## src/design/tcsp_pkg.sv

```systemverilog
// Package of constants and carrier types for the timer/counter with shared scaler
package tcsp_pkg;

  // Width of the count register and of the shared scaler
  localparam int CNT_W = 8;
  localparam int SCL_W = 8;

  // Cycles in which counting is suppressed after a count register write
  localparam logic [1:0] WR_HOLD_CYC = 2'h2;

  // Reset values and maximum count
  localparam logic [7:0] CNT_RST  = 8'h00;
  localparam logic [7:0] SCL_RST  = 8'h00;
  localparam logic [7:0] CNT_MAX  = 8'hff;

  // Option control bits, level inputs from the core
  typedef struct packed {
    logic       clock_source_select;   // 1 = external pin, 0 = instruction cycle
    logic       edge_polarity_select;  // 1 = falling edge, 0 = rising edge
    logic       scaler_assignment;     // 1 = watchdog, 0 = timer
    logic [2:0] ratio_select;          // Ratio 2**(n+1)
  } tcsp_opt_t;

  // Count register write request
  typedef struct packed {
    logic       wr;                    // One-cycle write strobe
    logic [7:0] data;                  // Value written
  } tcsp_wr_t;

endpackage : tcsp_pkg

```

## src/design/tcsp_scaler.sv

```systemverilog
// Shared 8-bit scaler with ratio tap selection
`timescale 1ns/1ns
`default_nettype none
module tcsp_scaler
  import tcsp_pkg::*;
#(
  parameter int W = SCL_W              // Scaler width
)(
  input  wire logic         clk_sys,   // System clock
  input  wire logic         rst_sync_b,// Synchronised reset, active low
  input  wire logic         step,      // Input event to divide
  input  wire logic         clr,       // Clear the scaler count
  input  wire logic [2:0]   ratio,     // Ratio select n
  output var  logic         tick       // One-cycle pulse per division period
);

  logic [W-1:0] scl_ff;
  logic [W-1:0] nxt_scl;

  // Next scaler value, rule: no software path to it
  always_comb
  begin
    nxt_scl = scl_ff + W'(1);
  end

  // Scaler count, cleared only by defined events
  always_ff @(posedge clk_sys or negedge rst_sync_b)
  begin
    if (!rst_sync_b)
      scl_ff <= SCL_RST;
    else if (clr)
      scl_ff <= SCL_RST;
    else if (step)
      scl_ff <= nxt_scl;
  end

  // Period complete when bits n..0 all roll over
  always_comb
  begin
    tick = 1'b0;
    if (step && !clr && (scl_ff[ratio] == 1'b1) && (nxt_scl[ratio] == 1'b0))
      tick = 1'b1;
  end

endmodule : tcsp_scaler
`default_nettype wire

```

## src/design/tcsp_timer.sv

```systemverilog
// Top of the 8-bit timer/counter with shared prescaler
//
// Summary of operation
// - Source bit clear: count each instruction cycle when scaler is not assigned.
// - After a count register write, counting is held off two cycles.
// - Source bit set: count on the chosen edge of the external input.
// - Polarity bit clear counts rising edges, set counts falling edges.
// - One 8-bit scaler serves timer or watchdog; the other runs unscaled.
// - Assignment bit clear gives scaler to timer, set to watchdog.
// - Three ratio bits pick ratio 1:2 to 1:256 for the timer.
// - Software cannot read or write the scaler count.
// - With scaler on timer, count register writes clear the scaler.
// - With scaler on watchdog, clear-watchdog clears the scaler.
// - Wrap from ff to 00 sets the overflow flag.
// - Interrupt request only while the overflow enable bit is set.
// - Timer halts in sleep, so no overflow or wake occurs then.
`timescale 1ns/1ns
`default_nettype none
module tcsp_timer
  import tcsp_pkg::*;
(
  input  wire logic       clk_sys,              // Instruction cycle clock
  input  wire logic       rst_b,                // Asynchronous reset, active low
  input  wire tcsp_opt_t  opt,                  // Option control bits
  input  wire tcsp_wr_t   cnt_wr,               // Count register write
  input  wire logic       flag_clr,             // Software clear of overflow flag
  input  wire logic       overflow_irq_enable,  // Overflow interrupt enable
  input  wire logic       clear_watchdog_instruction, // Clear-watchdog strobe
  input  wire logic       sleep,                // Core is in sleep
  input  wire logic       external_count_input, // External count pin
  output var  logic [7:0] count_register,       // Current count
  output var  logic       overflow_flag,        // Sticky overflow flag
  output var  logic       irq,                  // Overflow interrupt request
  output var  logic       wdt_tick              // Watchdog step, scaled with scaler on watchdog, every cycle otherwise
);

  logic       rst_s1_ff;
  logic       rst_s2_ff;
  logic       rst_sync_b;
  logic       pin_s1_ff;
  logic       pin_s2_ff;
  logic       pin_s3_ff;
  logic [1:0] hold_ff;
  logic [7:0] cnt_ff;
  logic       flag_ff;
  logic       irq_ff;
  logic       wdt_ff;
  logic       wdt_raw;
  logic       src_evt;
  logic       ext_edge;
  logic       scl_step;
  logic       scl_clr;
  logic       scl_tick;
  logic       cnt_inc;
  logic       to_timer;

  // Reset release through two flip-flops
  always_ff @(posedge clk_sys or negedge rst_b)
  begin
    if (!rst_b)
    begin
      rst_s1_ff  <= 1'b0;
      rst_s2_ff  <= 1'b0;
    end
    else
    begin
      rst_s1_ff  <= 1'b1;
      rst_s2_ff  <= rst_s1_ff;
    end
  end

  // Released reset copy used by the rest of the block
  assign rst_sync_b = rst_s2_ff;

  // External pin synchroniser plus edge history
  always_ff @(posedge clk_sys or negedge rst_sync_b)
  begin
    if (!rst_sync_b)
    begin
      pin_s1_ff <= 1'b0;
      pin_s2_ff <= 1'b0;
      pin_s3_ff <= 1'b0;
    end
    else
    begin
      pin_s1_ff <= external_count_input;
      pin_s2_ff <= pin_s1_ff;
      pin_s3_ff <= pin_s2_ff;
    end
  end

  // Edge detection on synchronised pin
  always_comb
  begin
    if (opt.edge_polarity_select)
      ext_edge = pin_s3_ff && !pin_s2_ff;
    else
      ext_edge = !pin_s3_ff && pin_s2_ff;
  end

  // Source selection and scaler routing
  always_comb
  begin
    to_timer = !opt.scaler_assignment;
    src_evt  = opt.clock_source_select ? ext_edge : 1'b1;
    wdt_raw  = 1'b1;
    scl_step = to_timer ? (src_evt && !sleep) : wdt_raw;
    scl_clr  = to_timer ? cnt_wr.wr : clear_watchdog_instruction;
    cnt_inc  = to_timer ? scl_tick : (src_evt && !sleep);
  end

  // Shared scaler instance
  tcsp_scaler #(
    .W          (SCL_W)
  ) i_tcsp_scaler (
    .clk_sys    (clk_sys),
    .rst_sync_b (rst_sync_b),
    .step       (scl_step),
    .clr        (scl_clr),
    .ratio      (opt.ratio_select),
    .tick       (scl_tick)
  );

  // Write inhibit counter
  always_ff @(posedge clk_sys or negedge rst_sync_b)
  begin
    if (!rst_sync_b)
      hold_ff <= 2'h0;
    else if (cnt_wr.wr)
      hold_ff <= WR_HOLD_CYC;
    else if (hold_ff != 2'h0)
      hold_ff <= hold_ff - 2'h1;
  end

  // Count register
  always_ff @(posedge clk_sys or negedge rst_sync_b)
  begin
    if (!rst_sync_b)
      cnt_ff <= CNT_RST;
    else if (cnt_wr.wr)
      cnt_ff <= cnt_wr.data;
    else if (cnt_inc && !sleep && hold_ff == 2'h0)
      cnt_ff <= cnt_ff + 8'h01;
  end

  // Overflow flag, set wins over software clear
  always_ff @(posedge clk_sys or negedge rst_sync_b)
  begin
    if (!rst_sync_b)
      flag_ff <= 1'b0;
    else if (!cnt_wr.wr && cnt_inc && !sleep && hold_ff == 2'h0 && cnt_ff == CNT_MAX)
      flag_ff <= 1'b1;
    else if (flag_clr)
      flag_ff <= 1'b0;
  end

  // Interrupt request and watchdog step outputs
  always_ff @(posedge clk_sys or negedge rst_sync_b)
  begin
    if (!rst_sync_b)
    begin
      irq_ff <= 1'b0;
      wdt_ff <= 1'b0;
    end
    else
    begin
      irq_ff <= flag_ff && overflow_irq_enable;
      wdt_ff <= to_timer ? wdt_raw : scl_tick;
    end
  end

  assign count_register = cnt_ff;
  assign overflow_flag  = flag_ff;
  assign irq            = irq_ff;
  assign wdt_tick       = wdt_ff;

  // Checks
  overflow_set_a: assert property (@(posedge clk_sys) disable iff (!rst_sync_b)
    (cnt_ff == CNT_MAX && cnt_inc && !sleep && hold_ff == 2'h0 && !cnt_wr.wr)
      |=> (flag_ff && cnt_ff == 8'h00))
    else $error("overflow did not set flag");
  irq_mask_a: assert property (@(posedge clk_sys) disable iff (!rst_sync_b)
    irq_ff |-> ($past(flag_ff) && $past(overflow_irq_enable)))
    else $error("irq without enabled flag");
  write_hold_a: assert property (@(posedge clk_sys) disable iff (!rst_sync_b)
    (cnt_wr.wr ##1 (!cnt_wr.wr) [*2]) |=> (cnt_ff == $past(cnt_ff, 2)))
    else $error("count moved during write hold");
  sleep_halt_a: assert property (@(posedge clk_sys) disable iff (!rst_sync_b)
    (sleep && !cnt_wr.wr) |=> $stable(cnt_ff))
    else $error("count moved in sleep");
  flag_sticky_a: assert property (@(posedge clk_sys) disable iff (!rst_sync_b)
    (flag_ff && !flag_clr) |=> flag_ff)
    else $error("flag cleared by hardware");
  timer_rate_a: assert property (@(posedge clk_sys) disable iff (!rst_sync_b)
    (!opt.clock_source_select && opt.scaler_assignment && !sleep
     && hold_ff == 2'h0 && !cnt_wr.wr) |=> cnt_ff == $past(cnt_ff) + 8'h01)
    else $error("timer mode did not step");
  scaler_clear_a: assert property (@(posedge clk_sys) disable iff (!rst_sync_b)
    (to_timer && cnt_wr.wr) |=> i_tcsp_scaler.scl_ff == SCL_RST)
    else $error("write did not clear scaler");
  wdt_clear_a: assert property (@(posedge clk_sys) disable iff (!rst_sync_b)
    (!to_timer && clear_watchdog_instruction) |=> i_tcsp_scaler.scl_ff == SCL_RST)
    else $error("clear-watchdog did not clear scaler");

endmodule : tcsp_timer
`default_nettype wire

```

## config.mk

```make
export PLATFORM = sky130hd
export DESIGN_NAME = tcsp_timer
export DESIGN_NICKNAME = d
export VERILOG_FILES = /design/src/design/tcsp_pkg.sv /design/src/design/tcsp_scaler.sv /design/src/design/tcsp_timer.sv
export SDC_FILE = /design/constraint.sdc
export NUM_CORES = 1
export LEC_CHECK = 0
export ABC_AREA = 0
export BUFFER_PORTS_ARGS = -buffer_cell sky130_fd_sc_hd__buf_4
export CAP_MARGIN = 20
export CORE_MARGIN = 1
export CORE_UTILIZATION = 54
export DETAILED_ROUTE_END_ITERATION = 10
export GPL_ROUTABILITY_DRIVEN = 0
export PLACE_DENSITY = 0.75
export SLEW_MARGIN = 20
export SYNTH_ARGS = -nofsm -noshare
export SYNTH_HDL_FRONTEND = slang
export SYNTH_SLANG_ARGS = --single-unit
```

## constraint.sdc

```tcl
create_clock -name clk_sys -period 1.1 [get_ports clk_sys]
set_input_delay 0.11 -clock clk_sys [delete_from_list [all_inputs] [get_ports clk_sys]]
set_output_delay 0.11 -clock clk_sys [all_outputs]
set_load 0.005 [all_outputs]
```

# Word level (Yosys, flattened, before mapping)
# Cells that the tools add are included.
[totals]
in_bits = 22
wordCells = 60
ff_bits = 26
out_inout_bits = 11
[classes]
mux = 19
eq_ne = 1
reduce_logical = 24
n_lt_le_gt_ge = 1
addsub = 3
bitwise = 1
[ops]
columns = ["operator", "n"]
rows = [
  ["$mux 8", 4],
  ["$add 8x1->8 const B", 2],
  ["$logic_and 1x1->1", 13],
  ["$mux 1", 11],
  ["$reduce_bool 2->1", 5],
  ["$eq 8x8->1 const B", 1],
  ["$bmux 1 s3", 2],
  ["$logic_not 1->1", 5],
  ["$lt 3x4->1 const B", 1],
  ["$mux 2", 2],
  ["$logic_not 2->1", 1],
  ["$sub 2x1->2 const B", 1],
  ["$not 1->1", 1],
]

# Depth between registers and ports, before layout
[depth]
word_depth = 16
mapped_depth = 9
mapped_depth_nobuf = 8

# Hierarchy
# Synthesis repeated with hierarchy kept, for this count alone.
[hier_totals]
hier_cells = 136
area_unflattened_um2 = 1351.3
[modules_own_cells]
columns = ["mod", "cells_each", "area_each_um2", "seq_area_each_um2", "instances"]
rows = [
  ["tcsp_timer", 86, 885.8, 450.4, 1],
  ["tcsp_scaler", 50, 465.4, 200.2, 1],
]

# Worst setup path after synthesis
# OpenSTA, ideal clock, no wires.
[synth_timing]
path_kind = "reg-to-reg"
from = "reg i_tcsp_scaler.scl_ff[0]"
to = "reg cnt_ff[6] (netlist: count_register[6])"
path_slack_ns = -1.288
required_ns = 1.018
n_path_buf = 0
setup_ns = 0.082
period_less_slack_ns = 2.388
t_arrival_ns = 2.306
path_stages_with_launch = 9
path_cell_list = "dfrtp_1 > ha_1 > nor2b_1 > mux4_2 > mux2i_1 > a211oi_1 > a32oi_2 > or4_1 > a31oi_1"
[synth_via]
elab_chain_cells = 10
elab_cells_between_ends = 13
cone_classes = "add/sub: 1; mux: 6; bitwise: 1; reduce/logical: 5"
[synth_lines]
columns = ["element", "line", "rtl"]
rows = [
  ["from (decl)", "tcsp_scaler.sv:17", "logic [W-1:0] scl_ff;"],
  ["from (signal assigned)", "tcsp_scaler.sv:34", "scl_ff <= nxt_scl;"],
  ["$add 8x1->8", "tcsp_scaler.sv:23", "nxt_scl = scl_ff + W'(1);"],
  ["$bmux 1 s3", "tcsp_scaler.sv:41", "if (step && !clr && (scl_ff[ratio] == 1'b1) && (nxt_scl[ratio] == 1'b0))"],
  ["$mux 1 (not written as such)", "tcsp_scaler.sv:41", ""],
  ["$not 1->1", "tcsp_scaler.sv:41", ""],
  ["$logic_and 1x1->1 *", "tcsp_scaler.sv:41", ""],
  ["$mux 1 *", "tcsp_scaler.sv:41", ""],
  ["$mux 1 *", "tcsp_timer.sv:109", "cnt_inc = to_timer ? scl_tick : (src_evt && !sleep);"],
  ["$logic_and 1x1->1 * (2 in a row)", "tcsp_timer.sv:142", "else if (cnt_inc && !sleep && hold_ff == 2'h0)"],
  ["$reduce_bool 2->1 (no line) *", "-", ""],
  ["to (signal assigned)", "tcsp_timer.sv:141", "cnt_ff <= cnt_wr.data;"],
  ["to (signal assigned)", "tcsp_timer.sv:143", "cnt_ff <= cnt_ff + 8'h01;"],
  ["to (decl)", "tcsp_timer.sv:44", "logic [7:0] cnt_ff;"],
]
# Every way passes the cells marked *; elsewhere a longest branch is shown, timed or not. The select of a mux whose other input is x is not followed.
# A chain may end at the register's enable or synchronous reset.

# Final worst setup path
[layout_timing]
from = "reg i_tcsp_scaler.scl_ff[1]"
to = "reg cnt_ff[3] (netlist: count_register[3])"
# The elaborated chain is that of the path after synthesis.

==> results.sh <==
export IMPL_post_route_min_period_ps=2490
export IMPL_drt_initial_drc_count=233
export IMPL_grt_overflow=0
export IMPL_final_cell_area_mm2=0.00250
export IMPL_grt_start_max_net_pins=25
export IMPL_violations="setup timing"
export IMPL_vias=1961
export IMPL_drt_total_wl_um=6940
export IMPL_worstSetupPathType="reg2reg"
export IMPL_p_clk_share_pct=16.7
export IMPL_final_setup_tns_ps=-17570
export IMPL_worst_slack_ps=-1390
export IMPL_synth_xor_area_share_pct=2.28
export IMPL_die_h_um=55.3
export IMPL_synth_edff_count=0
export IMPL_synthCells=164
export IMPL_hold_viol_final=0
export IMPL_setup_viol_count_final=26
export IMPL_p_leak_nw=1.12
export IMPL_fmax_mhz=401
export IMPL_yosysTopAreaCellShare_pct=42.3
export IMPL_n_antenna_cell=0
export IMPL_placementRows=18
export IMPL_synth_cell_types=49
export IMPL_cts_sinks=26
export IMPL_maxSlewViolCount=0
export IMPL_die_w_um=55.3
export IMPL_worst_hold_slack_ps=10.8
export IMPL_ys_warn_count=0
export IMPL_synth_fa_ha_area_share_pct=2.44
export IMPL_post_drt_wl_per_cell_um=25.0
export IMPL_cp_arrival_ps=2720
export IMPL_synth_simple_area_share_pct=20.2
export IMPL_yosys_mux_area_fraction_pct=3.58
export IMPL_synth_seq_cells=26
export IMPL_start_kind="register"
export IMPL_drtPass1Iterations=5
export IMPL_pin_count=33
export IMPL_synth_compound_area_share_pct=23.0
export IMPL_fin_nets=275
export IMPL_maxCapViolCount=0
export IMPL_core_region_area_mm2=0.00259
export IMPL_numCtsBuffers=3
export IMPL_syn_to_final_growth_pct=62.8
export IMPL_post_dp_cell_area_mm2=0.00212
export IMPL_synth_area_leader_cell="dfrtp_1"
export IMPL_dpl_hpwl_um=3080
export IMPL_drt_antenna_violating_nets=0
export IMPL_intPower_w=0.00170
export IMPL_combPwrFrac_pct=39.6
export IMPL_yosys_cell_count_top_type="dfrtp_1"
export IMPL_fin_skew_ps=22.1
export IMPL_vias_per_cell=7.05
export IMPL_place_ws_ps=-1270
export IMPL_ys_seq_area_share_pct=42.3
export IMPL_port_buffers=32
export IMPL_crit_fanout=8
export IMPL_final_util_pct=96.6
export IMPL_remaining_drc_errors=0
export IMPL_netlist_area_mm2=0.00154
export IMPL_fillers=46
export IMPL_initial_utilization_pct=59.3
export IMPL_period_share_pct=227
export IMPL_grt_pass1_wl_um=7850
export IMPL_critical_path_required_ps=1320
export IMPL_synth_top_cells_by_area="dfrtp_1 42%, o21ai_0 4.2%, nand2_1 4.2%, nor2_1 3.2%, mux4_2 2.9%"
export IMPL_cts_tree="yes"
export IMPL_min_path_type="in2reg"
export IMPL_clkTransAtPathRegs_ps=160
export IMPL_insertion_delay_ps=350
export IMPL_first_global_vias=1664
export IMPL_async_flop_share_pct=100
export IMPL_grt_usage_pct=32.8
export IMPL_peakVddDrop_mv=1.31
export IMPL_p_sw_w=0.000893
export IMPL_dieArea_mm2=0.00306
export IMPL_synth_top_family_by_area="compound AO/OA/AOI/OAI gates"
export IMPL_worstHoldPathCells=3
export IMPL_critPathCaptureType="register"
export IMPL_layout_drive_gt1_share_pct=51.6
export IMPL_syn_num_nets=189
export IMPL_pwr_share_seq_pct=43.7
export IMPL_power_per_cell_area_mw_per_mm2=1040
export IMPL_synth_flop_cell="dfrtp_1"
export IMPL_swShare_pct=34.5
export IMPL_status="finished with violations"
export IMPL_clockBufferDepth=2
export IMPL_cts_root_buf="clkbuf_4"
export IMPL_antenna_found_initial=0
export IMPL_yosys_top_cells_count="26 x dfrtp_1, 17 x nand2_1, 13 x nor2_1, 13 x o21ai_0, 10 x inv_1"
export IMPL_h_tree_depth=1
export IMPL_syn_avg_cell_area_um2=9.37
export IMPL_worstRegToRegCells=9
export IMPL_rsz0062_at_grt="true"
-- metrics by stage --
stage                     power, W  instances
after floorplan            0.00146        164
after detailed placement   0.00181        259
after global placement     0.00176        259
after CTS                  0.00237        274
final                      0.00259        278
after global routing       0.00267        278
-- metal layers --
layer  vias up  global-route usage (%)  part of all wire (%)
met5         -                       0                     0
met4         0                    12.5                   9.5
met3        79                    3.75                    12
met2       218                    54.4                    45
met1       899                    44.1                    34
li1        765                       -                     -
-- power by group through the flow --
stage	clock network [W]	registers [W]	logic [W]
floorplan	0	0.00113	0.000329
global placement	0	0.00111	0.000654
detailed placement	0	0.00112	0.000691
CTS	0.000432	0.00111	0.000832
global route	0.000449	0.00114	0.00108
finish	0.000432	0.00113	0.00103
-- layout make-up --
| type | instances | area, um2 | share of cell area, % |
|---|---|---|---|
| inverters | 11 | 41.3 | 1.65 |
| clock buffers | 3 | 22.5 | 0.900 |
| multi-input cells | 117 | 971 | 38.8 |
| flip-flops and latches | 26 | 653 | 26.1 |
| repair buffers | 91 | 776 | 31.0 |
| well taps | 30 | 37.5 | 1.50 |
-- what timing repair did --
action,4_1_cts,5_1_grt
buffers inserted,4,6
cloned,1,0
hold endpoints to repair,8,0
resized for setup,24,40
pin swaps,11,9
setup endpoints to repair,26,25
hold buffers,7,0
-- placed cells by master, fill, tap and decap left out, types with 3 or more instances in the layout --
cell type      netlist  layout
a31oi_1              6       5
nor2_1              13       9
o21ai_2              0       6
nand3_1              7       5
dfrtp_1             26      24
a211o_1              4       4
xor2_1               3       3
buf_4                0      64
nor2b_1              4       3
inv_2                1       3
nand4_1              6       6
inv_1               10       8
clkbuf_4             0       3
a31oi_4              2       3
nor2_4               0       3
o21ai_1              0       7
dlygate4sd3_1        0       7
buf_6                1      20
nand2_1             17      16
-- critical path, stage by stage (launching register included) --
cell and delay (ps):
dfrtp_2 490, ha_4 290, nor2b_1 50, mux4_2 460, mux2i_2 220, a211oi_4 80, a32o_2 340, buf_4 170
nand4_1 140, nand3_1 140
-- logic make-up after synthesis --
logic type,after synthesis
simple gates,61
xor+xnor,4
buf+inv,21
other cells,1
mux,3
fa+ha+maj,3
flops,26
compound gates,45
-- worst paths after layout --
kind / from / endpoint / slack, ps
worst max-delay path: i_tcsp_scaler.scl_ff[1] / count_register[3] / -1390
worst min-delay path: cnt_wr[7] / count_register[7] / 10
worst max register to register: i_tcsp_scaler.scl_ff[1] / count_register[3] / -1390
worst min register to register: rst_s2_ff / i_tcsp_scaler.scl_ff[6] / 230
max in group asynchronous: rst_s2_ff / i_tcsp_scaler.scl_ff[3] / 580
min in group asynchronous: rst_b / rst_s2_ff / 90
Power figures use the tool's default switching activity.
